## src/verilog/abd_pkg.sv

```systemverilog
// Shared types and constants for the ALU and branch datapath
`default_nettype none
package abd_pkg;
   // --------------------------------------------------------------
   // Operation codes presented by the decoder
   // --------------------------------------------------------------
   typedef enum logic [4:0] {
      ABD_NOP, ABD_ADD, ABD_ADC, ABD_WADD, ABD_SUB, ABD_SUB_BORROW, ABD_WSUB,
      ABD_AND, ABD_OR, ABD_XOR, ABD_COM, ABD_TWOS_CPL, ABD_SET_BITS, ABD_CLEAR_BITS,
      ABD_INC, ABD_DEC, ABD_ZS_TEST, ABD_ZERO_REG, ABD_ONES_REG, ABD_REL_JUMP, ABD_PTR_JUMP,
      ABD_REL_CALL, ABD_PTR_CALL, ABD_SUB_EXIT, ABD_INT_EXIT, ABD_CMP_SKIP, ABD_CMP,
      ABD_CMP_BORROW
   } abd_op_t;

   // Status flag positions
   localparam int ABD_FC = 0;
   localparam int ABD_FZ = 1;
   localparam int ABD_FN = 2;
   localparam int ABD_FV = 3;
   localparam int ABD_FS = 4;
   localparam int ABD_FH = 5;
   localparam int ABD_FI = 7;

   localparam logic [7:0] ABD_ALL_ONES = 8'hFF;
   localparam logic [7:0] ABD_ZERO8 = 8'h00;
   localparam logic [15:0] ABD_PC_RESET = 16'h0000;
   localparam logic [7:0] ABD_SREG_RESET = 8'h00;
   localparam logic [15:0] ABD_ONE16 = 16'h0001;
   localparam logic [15:0] ABD_SKIP1 = 16'h0002;
   localparam logic [15:0] ABD_SKIP2 = 16'h0003;

   // Cycle counts, minus one, for multi-cycle operations
   localparam logic [1:0] ABD_CYC_WORD = 2'h1;
   localparam logic [1:0] ABD_CYC_JMP = 2'h1;
   localparam logic [1:0] ABD_CYC_CALL = 2'h2;
   localparam logic [1:0] ABD_CYC_RET = 2'h3;

   // Decoded instruction handed in by the decoder
   typedef struct packed {
      abd_op_t op;
      logic [7:0] rd;
      logic [7:0] rr;
      logic [7:0] rdh;
      logic [7:0] k;
      logic [11:0] koff;
      logic [15:0] zptr;
      logic [15:0] stack_pc;
      logic next_is_long;
   } abd_instr_t;

   // Results handed back to the register file
   typedef struct packed {
      logic wr_en;
      logic wr_pair;
      logic [7:0] res_lo;
      logic [7:0] res_hi;
      logic push;
      logic [15:0] push_pc;
      logic pop;
   } abd_result_t;
endpackage : abd_pkg
`default_nettype wire

```

## src/verilog/abd_datapath.sv

```systemverilog
// Execution datapath: arithmetic, logic, flags, compare and control flow
//
// Summary of operation
// (RQ1) Add registers, plus carry for carry variant; set ZCNVH; one cycle.
// (RQ2) Word add-immediate on register pair; set ZCNVS; two cycles.
// (RQ3) Word subtract-immediate on register pair; set ZCNVS; two cycles.
// (RQ4) Subtract register or constant from destination; set ZCNVH; one cycle.
// (RQ5) Subtract operand and carry from destination; set ZCNVH; one cycle.
// (RQ6) AND, OR, XOR write result; set only ZNV; one cycle. The code also sets S.
// (RQ7) Set-bits ORs mask; clear-bits ANDs with FF minus mask; ZNV.
// (RQ8) Test ANDs register with itself, sets ZNV, register unchanged.
// (RQ9) Pointer jump loads PC from Z; no flags; two cycles.
// (RQ10) Pointer call pushes return address, loads PC from Z; three cycles.
// (RQ11) Compare-skip equal advances PC by 2 or 3; 1/2/3 cycles.
// (RQ12) Compares subtract without storing; set ZNVCH; one cycle.
// (RQ13) Relative jump/call go to PC plus offset plus one; 2 and 3 cycles.
// (RQ14) Returns pop PC in four cycles; interrupt return sets I flag.
// (RQ15) Complement sets carry; negate sets H; inc/dec set only ZNV. The code also sets S for inc/dec.
`timescale 1ns/1ps
`default_nettype none
module abd_datapath
(
   // Clock and reset
   input wire logic clk,
   input wire logic reset_n,
   // Instruction from decoder
   input wire logic instr_valid,
   input wire abd_pkg::abd_instr_t instr,
   // Results
   output var abd_pkg::abd_result_t result,
   output var logic [7:0] sreg,
   output var logic [15:0] pc,
   output var logic busy
);
   // --------------------------------------------------------------
   // Byte arithmetic
   // --------------------------------------------------------------
   abd_pkg::abd_op_t op;
   logic [7:0] a;
   logic [7:0] b;
   logic cin;
   logic do_sub;
   logic [8:0] sum9;
   logic [4:0] sum5;
   logic [7:0] r8;
   logic c8;
   logic h8;
   logic v8;
   logic [15:0] w_in;
   logic [16:0] w_res;
   logic [7:0] next_sreg;
   logic take;

   assign op = instr.op;
   assign take = instr_valid && !busy;
   assign w_in = {instr.rdh, instr.rd};

   always_comb
   begin
      a = instr.rd;
      b = instr.rr;
      cin = 1'b0;
      do_sub = 1'b0;
      case (op)
         abd_pkg::ABD_ADC: cin = sreg[abd_pkg::ABD_FC];         // RQ1
         abd_pkg::ABD_SUB, abd_pkg::ABD_CMP: do_sub = 1'b1;      // RQ4 RQ12
         abd_pkg::ABD_SUB_BORROW, abd_pkg::ABD_CMP_BORROW:       // RQ5 RQ12
         begin
            do_sub = 1'b1;
            cin = sreg[abd_pkg::ABD_FC];
         end
         abd_pkg::ABD_TWOS_CPL:                                // RQ15
         begin
            a = abd_pkg::ABD_ZERO8;
            b = instr.rd;
            do_sub = 1'b1;
         end
         default: ;
      endcase
      if (do_sub)
      begin
         sum9 = {1'b0, a} - {1'b0, b} - {8'h00, cin};
         sum5 = {1'b0, a[3:0]} - {1'b0, b[3:0]} - {4'h0, cin};
         v8 = (a[7] & ~b[7] & ~sum9[7]) | (~a[7] & b[7] & sum9[7]);
      end
      else
      begin
         sum9 = {1'b0, a} + {1'b0, b} + {8'h00, cin};
         sum5 = {1'b0, a[3:0]} + {1'b0, b[3:0]} + {4'h0, cin};
         v8 = (a[7] & b[7] & ~sum9[7]) | (~a[7] & ~b[7] & sum9[7]);
      end
      c8 = sum9[8];
      h8 = sum5[4];
   end

   // --------------------------------------------------------------
   // Result and flag selection
   // --------------------------------------------------------------
   always_comb
   begin
      r8 = sum9[7:0];
      w_res = {1'b0, w_in} + {9'h000, instr.k};
      next_sreg = sreg;
      case (op)
         abd_pkg::ABD_ADD, abd_pkg::ABD_ADC, abd_pkg::ABD_SUB, abd_pkg::ABD_SUB_BORROW,
         abd_pkg::ABD_CMP, abd_pkg::ABD_TWOS_CPL:             // RQ1 RQ4 RQ5 RQ12 RQ15
         begin
            next_sreg[abd_pkg::ABD_FC] = c8;
            next_sreg[abd_pkg::ABD_FH] = h8;
            next_sreg[abd_pkg::ABD_FV] = v8;
         end
         // Carry-variant compare keeps Z only if it was set: chains across bytes
         abd_pkg::ABD_CMP_BORROW:                             // RQ12
         begin
            next_sreg[abd_pkg::ABD_FC] = c8;
            next_sreg[abd_pkg::ABD_FH] = h8;
            next_sreg[abd_pkg::ABD_FV] = v8;
         end
         abd_pkg::ABD_WADD, abd_pkg::ABD_WSUB:                 // RQ2 RQ3
         begin
            if (op == abd_pkg::ABD_WSUB)
               w_res = {1'b0, w_in} - {9'h000, instr.k};
            next_sreg[abd_pkg::ABD_FC] = w_res[16];
            next_sreg[abd_pkg::ABD_FV] = (op == abd_pkg::ABD_WADD) ?
               (~w_in[15] & w_res[15]) : (w_in[15] & ~w_res[15]);
         end
         abd_pkg::ABD_AND, abd_pkg::ABD_ZS_TEST: r8 = instr.rd & instr.rr;   // RQ6 RQ8
         abd_pkg::ABD_OR: r8 = instr.rd | instr.rr;                     // RQ6
         abd_pkg::ABD_XOR: r8 = instr.rd ^ instr.rr;                    // RQ6
         abd_pkg::ABD_SET_BITS: r8 = instr.rd | instr.k;                // RQ7
         abd_pkg::ABD_CLEAR_BITS: r8 = instr.rd & (abd_pkg::ABD_ALL_ONES - instr.k); // RQ7
         abd_pkg::ABD_COM:                                             // RQ15
         begin
            r8 = abd_pkg::ABD_ALL_ONES - instr.rd;
            next_sreg[abd_pkg::ABD_FC] = 1'b1;
         end
         abd_pkg::ABD_INC: r8 = instr.rd + 8'h01;                       // RQ15
         abd_pkg::ABD_DEC: r8 = instr.rd - 8'h01;                       // RQ15
         abd_pkg::ABD_ZERO_REG: r8 = abd_pkg::ABD_ZERO8;
         abd_pkg::ABD_ONES_REG: r8 = abd_pkg::ABD_ALL_ONES;
         abd_pkg::ABD_INT_EXIT: next_sreg[abd_pkg::ABD_FI] = 1'b1;     // RQ14
         default: ;
      endcase
      case (op)
         abd_pkg::ABD_AND, abd_pkg::ABD_ZS_TEST, abd_pkg::ABD_OR, abd_pkg::ABD_XOR,
         abd_pkg::ABD_SET_BITS, abd_pkg::ABD_CLEAR_BITS, abd_pkg::ABD_COM, abd_pkg::ABD_ZERO_REG:
            next_sreg[abd_pkg::ABD_FV] = 1'b0;                          // RQ6 RQ7 RQ8
         abd_pkg::ABD_INC:
            next_sreg[abd_pkg::ABD_FV] = (instr.rd == 8'h7F);           // RQ15
         abd_pkg::ABD_DEC:
            next_sreg[abd_pkg::ABD_FV] = (instr.rd == 8'h80);           // RQ15
         default: ;
      endcase
      case (op)
         abd_pkg::ABD_WADD, abd_pkg::ABD_WSUB:
         begin
            next_sreg[abd_pkg::ABD_FZ] = (w_res[15:0] == 16'h0000);
            next_sreg[abd_pkg::ABD_FN] = w_res[15];
            next_sreg[abd_pkg::ABD_FS] = w_res[15] ^ next_sreg[abd_pkg::ABD_FV];
         end
         abd_pkg::ABD_CMP_BORROW, abd_pkg::ABD_SUB_BORROW:                 // RQ5 RQ12
         begin
            next_sreg[abd_pkg::ABD_FZ] = (r8 == abd_pkg::ABD_ZERO8) & sreg[abd_pkg::ABD_FZ];
            next_sreg[abd_pkg::ABD_FN] = r8[7];
            next_sreg[abd_pkg::ABD_FS] = r8[7] ^ next_sreg[abd_pkg::ABD_FV];
         end
         abd_pkg::ABD_ADD, abd_pkg::ABD_ADC, abd_pkg::ABD_SUB, abd_pkg::ABD_CMP,
         abd_pkg::ABD_TWOS_CPL, abd_pkg::ABD_AND, abd_pkg::ABD_ZS_TEST, abd_pkg::ABD_OR,
         abd_pkg::ABD_XOR, abd_pkg::ABD_SET_BITS, abd_pkg::ABD_CLEAR_BITS, abd_pkg::ABD_COM,
         abd_pkg::ABD_INC, abd_pkg::ABD_DEC, abd_pkg::ABD_ZERO_REG:
         begin
            next_sreg[abd_pkg::ABD_FZ] = (r8 == abd_pkg::ABD_ZERO8);
            next_sreg[abd_pkg::ABD_FN] = r8[7];
            next_sreg[abd_pkg::ABD_FS] = r8[7] ^ next_sreg[abd_pkg::ABD_FV];
         end
         default: ;
      endcase
   end

   // --------------------------------------------------------------
   // Status register and write-back
   // --------------------------------------------------------------
   always_ff @(posedge clk or negedge reset_n)
   begin
      if (!reset_n)
         sreg <= abd_pkg::ABD_SREG_RESET;
      else if (take)
         sreg <= next_sreg;
   end

   always_ff @(posedge clk or negedge reset_n)
   begin
      if (!reset_n)
         result <= '0;
      else
      begin
         result.wr_en <= take && !(op inside {abd_pkg::ABD_NOP, abd_pkg::ABD_CMP,
            abd_pkg::ABD_CMP_BORROW, abd_pkg::ABD_CMP_SKIP, abd_pkg::ABD_ZS_TEST, abd_pkg::ABD_REL_JUMP,
            abd_pkg::ABD_PTR_JUMP, abd_pkg::ABD_REL_CALL, abd_pkg::ABD_PTR_CALL,
            abd_pkg::ABD_SUB_EXIT, abd_pkg::ABD_INT_EXIT});        // RQ8 RQ12
         result.wr_pair <= take && (op inside {abd_pkg::ABD_WADD, abd_pkg::ABD_WSUB});
         result.res_lo <= (op inside {abd_pkg::ABD_WADD, abd_pkg::ABD_WSUB}) ? w_res[7:0] : r8;
         result.res_hi <= w_res[15:8];
         result.push <= take && (op inside {abd_pkg::ABD_REL_CALL, abd_pkg::ABD_PTR_CALL}); // RQ10 RQ13
         result.push_pc <= pc + abd_pkg::ABD_ONE16;
         result.pop <= take && (op inside {abd_pkg::ABD_SUB_EXIT, abd_pkg::ABD_INT_EXIT}); // RQ14
      end
   end

   // --------------------------------------------------------------
   // Program counter and cycle count
   // --------------------------------------------------------------
   logic [1:0] wait_cnt;
   logic [15:0] rel_tgt;
   logic skip;

   assign rel_tgt = pc + {{4{instr.koff[11]}}, instr.koff} + abd_pkg::ABD_ONE16;
   assign skip = (op == abd_pkg::ABD_CMP_SKIP) && (instr.rd == instr.rr);

   always_ff @(posedge clk or negedge reset_n)
   begin
      if (!reset_n)
      begin
         pc <= abd_pkg::ABD_PC_RESET;
         wait_cnt <= 2'h0;
         busy <= 1'b0;
      end
      else if (busy)
      begin
         wait_cnt <= wait_cnt - 2'h1;
         busy <= (wait_cnt != 2'h1);
      end
      else if (instr_valid)
      begin
         case (op)
            abd_pkg::ABD_REL_JUMP, abd_pkg::ABD_REL_CALL: pc <= rel_tgt;        // RQ13
            abd_pkg::ABD_PTR_JUMP, abd_pkg::ABD_PTR_CALL: pc <= instr.zptr;     // RQ9 RQ10
            abd_pkg::ABD_SUB_EXIT, abd_pkg::ABD_INT_EXIT: pc <= instr.stack_pc; // RQ14
            abd_pkg::ABD_CMP_SKIP:                                              // RQ11
               pc <= pc + (skip ? (instr.next_is_long ? abd_pkg::ABD_SKIP2 : abd_pkg::ABD_SKIP1)
                  : abd_pkg::ABD_ONE16);
            default: pc <= pc + abd_pkg::ABD_ONE16;
         endcase
         case (op)
            abd_pkg::ABD_WADD, abd_pkg::ABD_WSUB: wait_cnt <= abd_pkg::ABD_CYC_WORD; // RQ2 RQ3
            abd_pkg::ABD_REL_JUMP, abd_pkg::ABD_PTR_JUMP: wait_cnt <= abd_pkg::ABD_CYC_JMP;  // RQ9 RQ13
            abd_pkg::ABD_REL_CALL, abd_pkg::ABD_PTR_CALL: wait_cnt <= abd_pkg::ABD_CYC_CALL; // RQ10 RQ13
            abd_pkg::ABD_SUB_EXIT, abd_pkg::ABD_INT_EXIT: wait_cnt <= abd_pkg::ABD_CYC_RET;  // RQ14
            abd_pkg::ABD_CMP_SKIP:                                                         // RQ11
               wait_cnt <= skip ? (instr.next_is_long ? 2'h2 : 2'h1) : 2'h0;
            default: wait_cnt <= 2'h0;
         endcase
         busy <= (op inside {abd_pkg::ABD_WADD, abd_pkg::ABD_WSUB, abd_pkg::ABD_REL_JUMP,
            abd_pkg::ABD_PTR_JUMP, abd_pkg::ABD_REL_CALL, abd_pkg::ABD_PTR_CALL,
            abd_pkg::ABD_SUB_EXIT, abd_pkg::ABD_INT_EXIT}) || skip;
      end
   end

   // --------------------------------------------------------------
   // Assertions
   // --------------------------------------------------------------
   property p_add_one;
      @(posedge clk) disable iff (!reset_n)
      take && op == abd_pkg::ABD_ADD |=> !busy && result.wr_en;
   endproperty
   a_add_one: assert property (p_add_one) else $error("add not single cycle"); // RQ1

   property p_word_two;
      @(posedge clk) disable iff (!reset_n)
      take && op == abd_pkg::ABD_WADD |=> busy ##1 !busy;
   endproperty
   a_word_two: assert property (p_word_two) else $error("word add not two cycles"); // RQ2

   property p_wsub_two;
      @(posedge clk) disable iff (!reset_n)
      take && op == abd_pkg::ABD_WSUB |=> result.wr_pair ##1 !busy;
   endproperty
   a_wsub_two: assert property (p_wsub_two) else $error("word sub not two cycles"); // RQ3

   property p_logic_keep_c;
      @(posedge clk) disable iff (!reset_n)
      take && op inside {abd_pkg::ABD_AND, abd_pkg::ABD_OR, abd_pkg::ABD_XOR}
      |=> sreg[abd_pkg::ABD_FC] == $past(sreg[abd_pkg::ABD_FC]) && !sreg[abd_pkg::ABD_FV];
   endproperty
   a_logic_keep_c: assert property (p_logic_keep_c) else $error("logic op touched carry"); // RQ6

   property p_pointer_jump;
      @(posedge clk) disable iff (!reset_n)
      take && op == abd_pkg::ABD_PTR_JUMP |=> pc == $past(instr.zptr) && sreg == $past(sreg) ##1 !busy;
   endproperty
   a_pointer_jump: assert property (p_pointer_jump) else $error("pointer jump wrong"); // RQ9

   property p_pointer_call;
      @(posedge clk) disable iff (!reset_n)
      take && op == abd_pkg::ABD_PTR_CALL |=> result.push ##1 busy ##1 !busy;
   endproperty
   a_pointer_call: assert property (p_pointer_call) else $error("pointer call not three cycles"); // RQ10

   property p_cp_nowrite;
      @(posedge clk) disable iff (!reset_n)
      take && op == abd_pkg::ABD_CMP |=> !result.wr_en && !busy;
   endproperty
   a_cp_nowrite: assert property (p_cp_nowrite) else $error("compare stored result"); // RQ12

   property p_interrupt_exit;
      @(posedge clk) disable iff (!reset_n)
      take && op == abd_pkg::ABD_INT_EXIT |=> sreg[abd_pkg::ABD_FI] && result.pop ##3 !busy;
   endproperty
   a_interrupt_exit: assert property (p_interrupt_exit) else $error("interrupt return wrong"); // RQ14
endmodule // abd_datapath
`default_nettype wire

```

## config.mk

```make
export PLATFORM = sky130hd
export DESIGN_NAME = abd_datapath
export DESIGN_NICKNAME = d
export VERILOG_FILES = /design/src/verilog/abd_pkg.sv /design/src/verilog/abd_datapath.sv
export SDC_FILE = /design/constraint.sdc
export NUM_CORES = 1
export LEC_CHECK = 0
export ABC_CLOCK_PERIOD_IN_PS = 3400
export BUFFER_PORTS_ARGS = -buffer_cell sky130_fd_sc_hd__buf_2
export CORE_ASPECT_RATIO = 1.4
export CORE_MARGIN = 2
export CORE_UTILIZATION = 55
export CTS_CLUSTER_SIZE = 14
export DETAILED_ROUTE_END_ITERATION = 16
export PLACE_DENSITY = 0.85
export SLEW_MARGIN = 20
export SYNTH_ARGS = -nofsm -noshare
export SYNTH_HDL_FRONTEND = slang
export SYNTH_SLANG_ARGS = --single-unit
```

## constraint.sdc

```tcl
create_clock -name clk -period 3.4 [get_ports clk]
set_clock_uncertainty 0.05 [all_clocks]
set_input_delay 0.68 -clock clk [delete_from_list [all_inputs] [get_ports clk]]
set_output_delay 0.68 -clock clk [all_outputs]
set_load 0.05 [all_outputs]
```

==> results.cfg <==
[routing]
detail_route.wl_per_cell_um = 19.78
dr_total_vias = 9339
firstDrtPassIters = 7
routed_antenna_nets = 0
route.detailed.vias_per_inst = 6.405
route.final.wire_length_um = 28830
drc_errors = 0
detail_route.iter0.violations = 1199

[sta]
timing.final.ws_setup_ns = -0.2852
worst_slew_pin_slew_ns = 0.9256
timing.final.hold_violations = 0
final_total_negative_setup_slack_ns = -1.378
finalSetupViolCount = 8
rsz0062_at_grt = yes
slew_violations = 0
timing.slew.headroom_pct = 38.29
min_period_ns = 3.685
holdWs_ns = 0.4320
fmaxAchievable_ghz = 0.2714
part_of_the_cycle_the_worst_path_needs_pct = 108.4

[final_layout]
finish.utilization_pct = 77.09
final_layout_size_suffix_gt1_share_pct = 34.17
insertedDiodeCount = 0
final_nets = 1426
area.growth.synth_to_final_pct = 37.75
final_cell_area_um2 = 10630

[power_and_ir_drop]
power-per-cell-area_nw_per_um2 = 559.6
p_leak_nw = 4.844
totalPowerFinal_mw = 5.946
power.ir.vdd_worst_mv = 0.5238

[global_route]
grt_start_max_net_pins = 39
grt_pass1_wl_um = 44200
via_count_of_the_first_global_routing_pass = 9025
grt_overflow_total = 0
antenna_violations_before_repair = 0
groute.usage.overall_pct = 36.77

[worst_setup_path]
regToRegSetupSlack_ns = 0.33
crit_type = input pin to flop
cp_max_fo = 5
worstPathRequired_ns = 3.57
setup.worst_path.end_class = flop
arrival_time_of_data_at_the_critical_path_endpoint_ns = 3.85
startpoint_type = input pin

[synth]
post_synth_main_area_contributors = sky130_fd_sc_hd__dfrtp_1, sky130_fd_sc_hd__ha_1, sky130_fd_sc_hd__xnor2_1
synthFlopType = sky130_fd_sc_hd__dfrtp_1
yosysMostFrequentCell = sky130_fd_sc_hd__nand2_1
synth_fp_nets = 1153
synth_top_area_cell = sky130_fd_sc_hd__dfrtp_1
postSynth.asyncResetShare_pct = 100.0
ys_warn_count = 0
synth_seq_area_share_pct = 20.11
synthesis.instances = 996
synth_edf_count = 0
register_bit_total_from_synthesis = 62
synth.distinct_cells = 87
synthTopCellsByCount = sky130_fd_sc_hd__nand2_1, sky130_fd_sc_hd__o21ai_0, sky130_fd_sc_hd__nor2_1, sky130_fd_sc_hd__a21oi_1, sky130_fd_sc_hd__ha_1
synthesis.area_per_instance_um2 = 7.745
syn-cell-area_um2 = 7714
synth_largest_type_area_fraction_pct = 20.11

[clock_network]
cts-root-to-sink-buffers = 2
cts_sinks = 62
cts_tree = built
clk_latency_ns = 0.33
clock-root-buffer = sky130_fd_sc_hd__clkbuf_16
cts_buffers = 9
clk_pin_slew_worst_paths_ns = 0.05
htree_num_levels = 3

[placed_design]
buffer_ports.inserted = 144
placed_area_um2 = 9788
detailed_place_hpwl_um = 21370
gp_congestion = 1.012

[hold_path]
timing.hold.worst.class = input pin to async pin

[die]
initial_core_util_pct = 55.96
std_cell_rows = 51
die_width_um = 104.1
core_region_area_um2 = 13780
overall_die_height_um = 144.1
floorplan.die_area_um2 = 15000
design.portCount = 146

[run_status]
status = finished, violations left
violations = negative setup slack

[flow_run]
max-cap-violations = 0
-- logic make-up after synthesis --
family / Yosys count / share of synthesized area, %
mux: 17 / 2.320
other cells: 1 / 0.04862
simple gates: 332 / 22.17
xor+xnor: 73 / 8.289
flops: 62 / 20.11
compound gates: 318 / 27.98
buf+inv: 121 / 6.521
fa+ha+maj: 72 / 12.55
-- path summary, 6_finish.rpt --
| kind | start | depth (start not counted) | end |
|---|---|---|---|
| setup / recovery | instr[81] | 17 | sreg[4] |
| hold / removal | reset_n | 1 | pc[6] |
| setup reg to reg | sreg[0] | 14 | sreg[4] |
| hold reg to reg | sreg[7] | 1 | sreg[7] |
| max in group asynchronous | reset_n | 2 | result[13] |
| min in group clk | sreg[7] | 1 | sreg[7] |
-- worst max-delay path, cell delays in order --
cell and delay, ns:
sky130_fd_sc_hd__buf_8 0.10, sky130_fd_sc_hd__nor3b_4 0.23, sky130_fd_sc_hd__buf_12 0.16, sky130_fd_sc_hd__nand2_8 0.06
sky130_fd_sc_hd__mux2_4 0.32, sky130_fd_sc_hd__ha_4 0.29, sky130_fd_sc_hd__inv_4 0.04, sky130_fd_sc_hd__ha_4 0.26
sky130_fd_sc_hd__nand3_2 0.07, sky130_fd_sc_hd__a311o_1 0.33, sky130_fd_sc_hd__and3_4 0.18, sky130_fd_sc_hd__o311a_1 0.34
sky130_fd_sc_hd__a31oi_2 0.20, sky130_fd_sc_hd__a31oi_1 0.12, sky130_fd_sc_hd__a211oi_2 0.22, sky130_fd_sc_hd__xor2_1 0.16
sky130_fd_sc_hd__a21oi_1 0.07
-- area by class of cell --
type / instances / area [um^2]
clock buffer: 12 / 266.5
multi-input combinational: 814 / 6161
inverter: 62 / 237.7
sequential: 62 / 1551
tap: 185 / 231.5
clock inverter: 3 / 42.54
fill: 941 / 3158
timing repair buffer: 320 / 2135
-- timing repair --
item,4_1_cts,5_1_grt
pin swaps,25,39
hold buffers,0,0
gates cloned,1,0
setup buffers,9,13
endpoints found under the setup margin,12,17
resized for setup,30,53
-- power by group --
part           leakage, nW  internal [mW]  switching (mW)
logic                 3.95           1.29            2.38
registers            0.740           1.00           0.318
clock network        0.151          0.621           0.328
-- flip-flops by register name, indices dropped and copies added (netlist names) --
| signal | flops |
|---|---|
| result | 36 |
| sreg | 7 |
| wait_cnt | 2 |
| busy | 1 |
| pc | 16 |
-- layout by cell type, fill, tap and decap left out, types with 5 or more instances in the layout --
master                      instances
sky130_fd_sc_hd__a211o_1            5
sky130_fd_sc_hd__a211oi_1           8
sky130_fd_sc_hd__a21o_1            13
sky130_fd_sc_hd__a21oi_1           62
sky130_fd_sc_hd__a21oi_2            8
sky130_fd_sc_hd__a221oi_1          12
sky130_fd_sc_hd__a222oi_1           6
sky130_fd_sc_hd__a31oi_1            8
sky130_fd_sc_hd__and2_1            13
sky130_fd_sc_hd__and3_1            10
sky130_fd_sc_hd__buf_2            140
sky130_fd_sc_hd__buf_4            167
sky130_fd_sc_hd__buf_6              8
sky130_fd_sc_hd__clkbuf_16          9
sky130_fd_sc_hd__dfrtp_1           62
sky130_fd_sc_hd__fa_2               5
sky130_fd_sc_hd__ha_1              52
sky130_fd_sc_hd__ha_4              10
sky130_fd_sc_hd__inv_1             53
sky130_fd_sc_hd__inv_2              7
sky130_fd_sc_hd__mux2i_1            9
sky130_fd_sc_hd__nand2_1           79
sky130_fd_sc_hd__nand2b_1          16
sky130_fd_sc_hd__nand3_1           21
sky130_fd_sc_hd__nand4_1           10
sky130_fd_sc_hd__nor2_1            67
sky130_fd_sc_hd__nor2b_1           17
sky130_fd_sc_hd__nor3_1            27
sky130_fd_sc_hd__nor4_1             8
sky130_fd_sc_hd__o211ai_1          18
sky130_fd_sc_hd__o21a_1            14
sky130_fd_sc_hd__o21ai_0           62
sky130_fd_sc_hd__o21ai_1            8
sky130_fd_sc_hd__o221ai_1          12
sky130_fd_sc_hd__o22ai_1            9
sky130_fd_sc_hd__o31ai_1            5
sky130_fd_sc_hd__or3_1             14
sky130_fd_sc_hd__xnor2_1           45
sky130_fd_sc_hd__xor2_1            23
-- layer usage --
metal | part of all wire, % | vias to the layer above | GRT usage [%]
met5 | 0 | - | 0
met4 | 7.8 | 0 | 25.96
li1 | - | 4216 | -
met2 | 49 | 669 | 66.59
met3 | 8.3 | 188 | 4.507
met1 | 34 | 4266 | 40.00
-- metrics by stage --
stage / cells / setup slack, ns
after floorplan: 996 / -0.4739
after global placement: 1423 / -0.7085
after detailed placement: 1423 / -0.7332
after CTS: 1446 / -0.2298
after global routing: 1458 / -0.4488
final: 1458 / -0.2852
(Power assumes the default switching activity.)
